$ cat src/rtl/cdsx_pkg.sv
package cdsx_pkg;
  // opcode fields of the 14-bit instruction word
  localparam int INSTR_W = 14;
  localparam int DATA_W = 8;
  localparam int ADDR_W = 7;
  localparam int OPC_MSB = 13;
  localparam int OPC_LSB = 8;
  localparam int DEST_BIT = 7;
  localparam logic [5:0] OPC_COMPLEMENT = 6'h09;
  localparam logic [5:0] OPC_DECSKIP = 6'h0B;
  localparam logic [7:0] ZERO_BYTE = 8'h00;
  localparam logic [7:0] ONE_BYTE = 8'h01;
  localparam logic [6:0] ADDR_RESET = 7'h00;
  localparam logic [7:0] DATA_RESET = 8'h00;

  typedef enum logic [1:0] {
    CDSX_OP_NONE,
    CDSX_OP_COMPLEMENT,
    CDSX_OP_DECSKIP
  } cdsx_op_type;
endpackage

$ cat src/rtl/cdsx_decode.sv
// combinational opcode decode of one instruction word
module cdsx_decode (
  input wire logic [13:0] instr,
  output cdsx_pkg::cdsx_op_type op,
  output logic dest_reg,
  output logic [6:0] addr
);
  // opcode match on bits 13:8
  always_comb begin
    unique case (instr[cdsx_pkg::OPC_MSB:cdsx_pkg::OPC_LSB])
      cdsx_pkg::OPC_COMPLEMENT: op = cdsx_pkg::CDSX_OP_COMPLEMENT;
      cdsx_pkg::OPC_DECSKIP: op = cdsx_pkg::CDSX_OP_DECSKIP;
      default: op = cdsx_pkg::CDSX_OP_NONE;
    endcase
  end

  // operand fields
  assign dest_reg = instr[cdsx_pkg::DEST_BIT];
  assign addr = instr[cdsx_pkg::ADDR_W-1:0];
endmodule

$ cat src/rtl/cdsx_exec.sv
module cdsx_exec (
  input wire logic clk,
  input wire logic rst,
  input wire logic ce,
  input wire logic instr_valid,
  input wire logic [13:0] instr,
  input wire logic [7:0] reg_rdata,
  output logic [6:0] reg_addr_q,
  output logic [7:0] reg_wdata_q,
  output logic reg_we_q,
  output logic [7:0] acc_wdata_q,
  output logic acc_we_q,
  output logic zero_flag_q,
  output logic zero_we_q,
  output logic no_operation_cycle_q,
  output logic busy_q
);
  cdsx_pkg::cdsx_op_type op;
  logic dest_reg;
  logic [6:0] addr;
  logic [7:0] result_d;
  logic [7:0] complement_register_op;
  logic [7:0] decrement_skip_zero_op;
  logic exec_ok;
  logic skip_d;
  logic skip_q;

  cdsx_decode u_decode (
    .instr(instr),
    .op(op),
    .dest_reg(dest_reg),
    .addr(addr)
  );

  // the word after a skipping decrement is squashed, not executed
  assign exec_ok = ce && instr_valid && !skip_q;

  // the two arithmetic results
  assign complement_register_op = ~reg_rdata;
  assign decrement_skip_zero_op = reg_rdata - cdsx_pkg::ONE_BYTE;

  // result select and skip decision
  always_comb begin
    result_d = cdsx_pkg::DATA_RESET;
    skip_d = 1'b0;
    unique case (op)
      cdsx_pkg::CDSX_OP_COMPLEMENT: begin
        result_d = complement_register_op;
      end
      cdsx_pkg::CDSX_OP_DECSKIP: begin
        result_d = decrement_skip_zero_op;
        skip_d = decrement_skip_zero_op == cdsx_pkg::ZERO_BYTE;
      end
      cdsx_pkg::CDSX_OP_NONE: begin
        result_d = cdsx_pkg::DATA_RESET;
      end
    endcase
  end

  // register address follows decoded operand
  always_ff @(posedge clk or posedge rst) begin
    if (rst) begin
      reg_addr_q <= cdsx_pkg::ADDR_RESET;
    end else if (exec_ok) begin
      reg_addr_q <= addr;
    end
  end

  // destination routing for both operations
  always_ff @(posedge clk or posedge rst) begin
    if (rst) begin
      reg_wdata_q <= cdsx_pkg::DATA_RESET;
      reg_we_q <= 1'b0;
      acc_wdata_q <= cdsx_pkg::DATA_RESET;
      acc_we_q <= 1'b0;
    end else if (ce) begin
      reg_we_q <= exec_ok && op != cdsx_pkg::CDSX_OP_NONE && dest_reg;
      acc_we_q <= exec_ok && op != cdsx_pkg::CDSX_OP_NONE && !dest_reg;
      if (exec_ok && dest_reg) begin
        reg_wdata_q <= result_d;
      end
      if (exec_ok && !dest_reg) begin
        acc_wdata_q <= result_d;
      end
    end
  end

  // zero flag only from the complement, never from decrement
  always_ff @(posedge clk or posedge rst) begin
    if (rst) begin
      zero_flag_q <= 1'b0;
      zero_we_q <= 1'b0;
    end else if (ce) begin
      zero_we_q <= exec_ok && op == cdsx_pkg::CDSX_OP_COMPLEMENT;
      if (exec_ok && op == cdsx_pkg::CDSX_OP_COMPLEMENT) begin
        zero_flag_q <= complement_register_op == cdsx_pkg::ZERO_BYTE;
      end
    end
  end

  // skip pending covers exactly the next instruction slot
  always_ff @(posedge clk or posedge rst) begin
    if (rst) begin
      skip_q <= 1'b0;
      no_operation_cycle_q <= 1'b0;
      busy_q <= 1'b0;
    end else if (ce) begin
      skip_q <= exec_ok && skip_d;
      no_operation_cycle_q <= skip_q;
      busy_q <= exec_ok && skip_d;
    end
  end
endmodule

$ cat config.mk
export PLATFORM = sky130hd
export DESIGN_NAME = cdsx_exec
export DESIGN_NICKNAME = d
export VERILOG_FILES = /design/src/rtl/cdsx_pkg.sv /design/src/rtl/cdsx_decode.sv /design/src/rtl/cdsx_exec.sv
export SDC_FILE = /design/constraint.sdc
export NUM_CORES = 1
export LEC_CHECK = 0
export ABC_CLOCK_PERIOD_IN_PS = 2800
export CORE_MARGIN = 4
export CORE_UTILIZATION = 40
export CTS_BUF_LIST = sky130_fd_sc_hd__clkbuf_4
export CTS_CLUSTER_SIZE = 14
export DETAILED_ROUTE_END_ITERATION = 8
export DONT_BUFFER_PORTS = 1
export PLACE_DENSITY_LB_ADDON = 0.2
export SYNTH_ARGS = -nofsm -noshare
export SYNTH_HDL_FRONTEND = slang
export SYNTH_SLANG_ARGS = --single-unit
$ cat constraint.sdc
create_clock -name clk -period 2.8 [get_ports clk]
set_input_delay 0.56 -clock clk [delete_from_list [all_inputs] [get_ports clk]]
set_output_delay 0.56 -clock clk [all_outputs]
set_load 0.005 [all_outputs]
======== After elaboration in Yosys (flattened, before gate mapping) ========
Cells that the tools add are included.
cells by class
  add/sub/neg operators ................... 1
  equality and inequality tests ........... 4
  reduce and logical (&&, ||, !) cells .... 18
  bitwise logic cells ..................... 1
  mux-type cells .......................... 3
operators by type and width
  kind                                                 number
  case mux 8 bit (3 select lines)                      1
  logical NOT 8 bit                                    2
  equality test 6 x 4 -> 1 bit, second input constant  2
  logical AND 1 bit                                    9
  NOT 8 bit                                            1
  subtractor 8 x 1 -> 8 bit, second input constant     1
  AND reduction 2 bit                                  3
  case mux 2 bit (2 select lines)                      1
  equality test 2 x 1 -> 1 bit, second input constant  1
  equality test 2 bit, second input constant           1
  logical NOT 1 bit                                    2
  logical NOT 2 bit                                    1
  nonzero test 2 bit                                   1
  two-way mux 1 bit                                    1
storage, ports and cells
  output and inout bits ................... 29
  register bits after elaboration ......... 29
  input bits .............................. 26
  word-level logic and storage cells ...... 36

======== Logic depth before layout (Yosys ltp) ========
Gate-level depths: netlist (run 1).
  word-level depth ........................ 5
  depth in mapped cells ................... 6
  gate-level depth less buffers ........... 6

======== Modules after synthesis ========
From an unflattened synthesis (run 1), not the netlist that was laid out.
second synthesis, totals
  cell total of the unflattened synthesis .. 148
  area total of the unflattened synthesis .. 1531.5 µm²
by module, submodules not included
  module       cells each  sequential area each (µm²)  times used  area each (µm²)
  cdsx_exec    136         725.7                       1           1441.4
  cdsx_decode  12          0.0                         1           90.1

======== Worst setup path before layout (run 1) ========
OpenSTA, ideal clock, no wires.
  path kind ............................... in2reg
  from .................................... input port instr[12]
  to ...................................... register zero_flag_q
  stages .................................. 4
  arrival ................................. 1.684 ns
  setup slack ............................. 0.991 ns
  path buffers ............................ 0
  required time ........................... 2.675 ns
  library setup time ...................... 0.125 ns
  cells stage by stage .................... nand2b_1 or3_1 nor3b_1 mux2_2
between the ends
  word-level cells in the longest chain between the ends .. 5
  elaborated cells on any way between the ends .. 6
  those cells by class .................... 3 x eq/ne; 1 x mux; 2 x reduce/logical
ends and longest elaborated chain
  item                                 RTL line           text
  start: declaration                   cdsx_exec.sv:6     input wire logic [13:0] instr,
  equality test 6 x 4 -> 1 bit         cdsx_decode.sv:10  unique case (instr[cdsx_pkg::OPC_MSB:cdsx_pkg::OPC_LSB])
  case mux 2 bit (2 select lines) (*)  cdsx_decode.sv:10
  equality test 2 x 1 -> 1 bit (*)     cdsx_exec.sv:95    if (exec_ok && op == cdsx_pkg::CDSX_OP_COMPLEMENT) begin
  logical AND 1 bit (*)                cdsx_exec.sv:95
  AND reduction 2 bit (no line) (*)    --
  end signal: assignment               cdsx_exec.sv:96    zero_flag_q <= complement_register_op == cdsx_pkg::ZERO_BYTE;
  end: declaration                     cdsx_exec.sv:13    output logic zero_flag_q,
Every way passes the cells marked *; elsewhere a longest branch is shown, timed or not.
A chain may end at the register's enable or synchronous reset.

==> metrics.txt, run 1 <==
FF-to-FF Start=busy_q; crit start category=flop; First-pass DRT Iterations=4; drt drc=0; total grt overflow=0; reg2reg end=acc_wdata_q[6]; GRT Util Overall=15.5%; NetSw=186 uW; vias per cell=roughly 5.4; unrepaired setup endpoints after global routing=no; #FFs+latches synth=29; met1 Usage GRT=a little under a fifth; routing usage on met3=8.99%; Clk pin slew, worst setup/hold paths=90 ps; fill cell count=roughly 320; # diodes=0; initial core utilization=about two fifths; Slew @ Worst Pin=around 600 ps; largest cells by area after synthesis=dfrtp_1 (51%), mux2_2 (7.1%), o21ai_0 (5.6%), nand2_1 (5.3%), xnor2_1 (4.3%); yosys warns=0; CP Class=reg2reg; max-slew violations=0; Yosys top cell by area=dfrtp_1; switching share of power=a little under a quarter; Worst EP required=3040 ps; Tmin final=1970 ps; vias in the first global route=1,036; TritonCTS buffer count=5; Placed Cells=176; largest net degree at the start of global routing=30; post-route cell area=roughly 1500 sq um; Peak supply drop=approximately 250 uV; CP max FO=13; fmax=a little over 0.5 GHz; Crit path largest cell delay=between 500 and 600 ps; M2 GR Usage=between 20% and 30%; critical path capture point type=flop; Synth top area share=around half; Hold Path Class=in2async; # IOs=55; Wirelength per Cell=17.1 um; slowest stage cell on the critical path=and3b_1; CTS max path bufs=2; Seq pwr share=between 50% and 60%; antenna-violating nets left=0; RD Place Congestion=0.910; Routed WL=3150 um; Nets=~170; Netlist cell types=36; area taken by multi-input logic gates=about 640 sq um; Port Buffers=0; Internal Dissipation=about 600 uW; slew margin rel.=between 50% and 60%; global-route wire length before repair=between 5000 and 6000 um; busiest grt layer=met2; P&R area growth vs syn=6.88%; fraction of layout cells with a size suffix above 1=~16%; Tot Pwr=~800 uW; # hold bufs at CTS=0; Reg area=between 700 and 800 sq um; post-route insts no fill=184; Arrival @ worst endpoint=between 2000 and 2500 ps; Combinational Power Share=under 10%; die width=67.5 um; Clock Power Share=33.6%; Seq/Total Area, Yosys=between 50% and 60%; post-synthesis cell count=approximately 130; clk root buf=clkbuf_4; vias=approximately 1,000; Synth Area per Inst=~11 sq um; TritonCTS clock tree=built; DRC violation total after the first TritonRoute iteration=36; cells on worst reg2reg path=4; H-tree Lvls=2; post-synthesis instance area=1420 sq um; number of post-CTS setup repair buffers=0; DP HPWL=between 2000 and 2500 um; maxcap violations=0; status=finished, final reports clean; final setup TNS=0 ps; static leakage=around 0.00067 uW; Core Box Area=between 3000 and 4000 sq um; Final setup violation count=0; die area=4560 sq um; flop-to-flop setup slack=between 800 and 900 ps; Syn Nets=163; clk sink count=29; Die H=between 60 and 70 um; period utilization=between 70% and 80%; Core Util, Final=44.7%; clock latency on the worst-skew pair=around 330 ps; final hold viol count=0; std cell rows=21; CP cell instances=and3b_1 -> nand2b_1 -> or2_1 -> o21ai_0; dpl cell area=roughly 1500 sq um; P per Cell Area=around 520 nW/um^2; post_cts resized=0; clock skew=13.3 ps; initial antenna violation count=0
## layout make-up
type | instances | area share, %
repair buffers | 1 | 0.495
clock buffers | 8 | 3.96
inverters | 6 | 1.49
multi-input cells | 94 | 42.4
well taps | 46 | 3.80
flip-flops and latches | 29 | 47.9
## cell usage in the layout (no fill, tap or decap), types with 3 or more instances in the layout
master,count
clkbuf_4,8
nand2b_1,5
nor2_1,3
dfrtp_1,29
nand2_1,20
o21ai_0,16
inv_1,6
ha_1,3
o21ai_1,3
xnor2_1,7
mux2_2,9
## Yosys cell counts, drive strengths merged
master and number:
inv 6, nor3b 1, a21oi 2, nor2 3, o41ai 2, nor2b 2
o32a 1, nand3 2, o311ai 1, o31ai 2, and3b 1, and3 1
nand4 1, or4b 1, nor4 1, xnor2 7, buf 2, mux2 9
or3 2, nor3 2, nand2 20, o21ai 19, o211a 1, o211ai 1
a21o 1, clkbuf 3, ha 3, or2 2, dfrtp 29, a41o 1
nand2b 5
## per-stage QoR
stage / setup slack, ps / hold slack (ps)
6_report: 831 / 171
2_1_floorplan: 991 / 473
3_5_place_dp: 769 / 507
5_1_grt: 638 / 194
3_3_place_gp: 872 / 493
4_1_cts: 831 / 174
## how the worst max path moves through the flow
stage	startpoint	end	slack, ps	cells after the start
5_1_grt	busy_q	acc_wdata_q[5]	640	4
2_1_floorplan	instr[12]	zero_flag_q	990	4
3_3_place_gp	ce	acc_wdata_q[6]	870	4
3_5_place_dp	ce	acc_wdata_q[6]	770	4
4_1_cts	busy_q	acc_wdata_q[6]	830	4
6_report	busy_q	acc_wdata_q[6]	830	4
## sequential cells by signal, summed over array words and instances, names as in the netlist
signal                count
acc_we_q                  1
zero_we_q                 1
acc_wdata_q               8
no_operation_cycle_q      1
reg_wdata_q               8
busy_q                    1
reg_we_q                  1
zero_flag_q               1
reg_addr_q                7
## cells by family after synthesis
| family | after synthesis | share of synthesized area, % |
|---|---|---|
| simple gates | 44 | 16.3 |
| compound gates | 31 | 14.8 |
| flops | 29 | 51.2 |
| buf+inv | 11 | 3.53 |
| mux | 9 | 7.15 |
| xor+xnor | 7 | 4.32 |
| fa+ha+maj | 3 | 2.65 |
## critical path: cells and delay by family (launching register included)
family / cells / cell delay (ps)
AND/OR/NAND/NOR: 3 / 1260
flip-flops: 1 / 430
AO/OA/AOI/OAI: 1 / 190
## per-layer routing
layer	share of wire (%)	vias to the layer above
met4	1.2	0
met3	11	4
met5	0	-
met1	42	481
li1	-	475
met2	46	41
## power by group through the flow
stage          combinational, uW  clock (uW)  sequential, uW
2_1_floorplan               63.5           0             457
3_3_place_gp                69.4           0             462
3_5_place_dp                71.4           0             462
4_1_cts                     71.5         273             454
5_1_grt                     80.2         296             456
6_report                    69.9         264             453
Power figures use the tool's default switching activity.
==> inputs of run 2 (changes only) <==
--- a/config.mk
+++ b/config.mk
@@ -5,7 +5,7 @@
 export SDC_FILE = /design/constraint.sdc
 export NUM_CORES = 1
 export LEC_CHECK = 0
-export ABC_CLOCK_PERIOD_IN_PS = 2800
+export ABC_CLOCK_PERIOD_IN_PS = 2100
 export CORE_MARGIN = 4
 export CORE_UTILIZATION = 40
 export CTS_BUF_LIST = sky130_fd_sc_hd__clkbuf_4
==> constraint.sdc (replaced) <==
create_clock -name clk -period 2.1 [get_ports clk]
set_input_delay 0.42 -clock clk [delete_from_list [all_inputs] [get_ports clk]]
set_output_delay 0.42 -clock clk [all_outputs]
set_load 0.005 [all_outputs]
==> metrics.txt, run 2 (synthesis results as in run 1) <==
First-pass DRT Iterations=4; maxcap violations=0; unrepaired setup endpoints after global routing=no; DP HPWL=about 2400 um; TritonCTS buffer count=5; Routed WL=between 3000 and 4000 um; crit path capture=zero_flag_q; met1 wire length=between 1000 and 1500 um; Port Buffers=0; vias per cell=between 5 and 6; most common cell after layout, fill and taps aside=dfrtp_1; H-tree Lvls=2; fmax=between 0.6 and 0.7 GHz; global-route wire length before repair=4950 um; Worst EP required=roughly 2300 ps; period utilization=between 70% and 80%; Arrival @ worst endpoint=about 1800 ps; Hold Path Class=in2async; initial core utilization=41.8%; Die H=roughly 68 um; setup ws final=540 ps; post-route insts no fill=186; initial antenna violation count=0; cells on worst reg2reg path=3; die width=between 60 and 70 um; Highest Signal Layer=met4; CP Class=reg2reg; P&R area growth vs syn=7.68%; Crit path largest cell delay=420 ps; slew margin rel.=approximately 75%; largest registers=acc_wdata_q: 8 flops, reg_wdata_q: 8 flops, reg_addr_q: 7 flops; clk root buf=clkbuf_4; number of post-CTS setup repair buffers=0; met3 wire length=roughly 390 um; post_cts resized=0; slowest stage cell on the critical path=dfrtp_1; DRC violation total after the first TritonRoute iteration=58; FF-to-FF Start=busy_q; most frequent cells in the layout=dfrtp_1 (29), nand2_1 (20), o21ai_0 (16); RD Place Congestion=0.822; CP cell instances=and3b_1 -> nor3b_1 -> mux2_2; Slew @ Worst Pin=approximately 380 ps; metal2 WL=~1400 um; crit start category=flop; fraction of layout cells with a size suffix above 1=between 10% and 20%; Tmin final=about 1600 ps; reg2reg end=zero_flag_q; final hold viol count=0; die area=around 4600 sq um; Clk pin slew, worst setup/hold paths=80 ps; Final setup violation count=0; # diodes=0; vias in the first global route=roughly 1,000; status=finished, final reports clean; std cell rows=21; P per Cell Area=approximately 660 nW/um^2; GRT Util Overall=approximately 15%; # hold bufs at CTS=0; static leakage=slightly below 0.0007 uW; clock latency on the worst-skew pair=between 300 and 400 ps; # IOs=55; fill cell count=around 330; worst setup path startpoint=busy_q; Placed Cells=roughly 180; Peak supply drop=roughly 260 uV; Worst Setup Slack post-DPL=roughly 330 ps; final setup TNS=0 ps; Core Box Area=approximately 3400 sq um; TritonCTS clock tree=built; clock skew=just under 4 ps; clk sink count=29; vias=around 1,000; flop-to-flop setup slack=between 500 and 600 ps; CP max FO=6; max-slew violations=0; drt drc=0; CTS max path bufs=2; antenna-violating nets left=0; total grt overflow=0; Nets=about 170; largest net degree at the start of global routing=30; Wirelength per Cell=approximately 16 um; critical path capture point type=flop
run 2: cell count changes in the layout (fill, tap and decap cells not counted):
| cell | delta |
|---|---|
| buf_4 | +3 |
| clkbuf_4 | -2 |
| clkinv_1 | +1 |
run 2: worst max-delay path: cells and delay by family (launching register included):
family        cells  cell delay, ps
simple gates      2             660
flops             1             420
mux               1             370
run 2: layout make-up:
class	count	area, sq um	area share, %
Sequential cell	29	726	47.5
Multi-Input combinational cell	94	642	42.0
Tap cell	46	57.6	3.77
Clock buffer	6	45.0	2.95
Timing Repair Buffer	4	30.0	1.97
Inverter	6	22.5	1.48
Clock inverter	1	3.75	0.246
run 2: power breakdown:
group | internal, uW | switching, uW
Combinational | 47.0 | 48.0
Clock | 134 | 170
Sequential | 584 | 19.8
run 2: how the worst min path moves through the flow:
| stage | cells after the start | endpoint | from |
|---|---|---|---|
| floorplan | 2 | acc_wdata_q[0] | acc_wdata_q[0] |
| global placement | 2 | reg_wdata_q[5] | rst |
| detailed placement | 2 | acc_wdata_q[4] | rst |
| CTS | 2 | acc_wdata_q[4] | rst |
| global route | 2 | reg_wdata_q[0] | rst |
| finish | 2 | acc_wdata_q[5] | rst |
run 2: metrics by stage:
stage	utilization [%]	hold WS, ps	power (uW)	area [sq um]
global route	45.0	58.8	1070	1530
global placement	43.6	395	710	1480
CTS	45.0	52.6	1020	1530
finish	45.0	44.6	1000	1530
floorplan	-	473	694	1420
detailed placement	43.6	403	714	1480
run 2: per-layer routing:
layer  global-route usage (%)  vias to the layer above
met3                     9.15                        3
met2                     22.6                       46
li1                         -                      477
met5                        0                        -
met1                     18.4                      487
met4                     4.56                        0
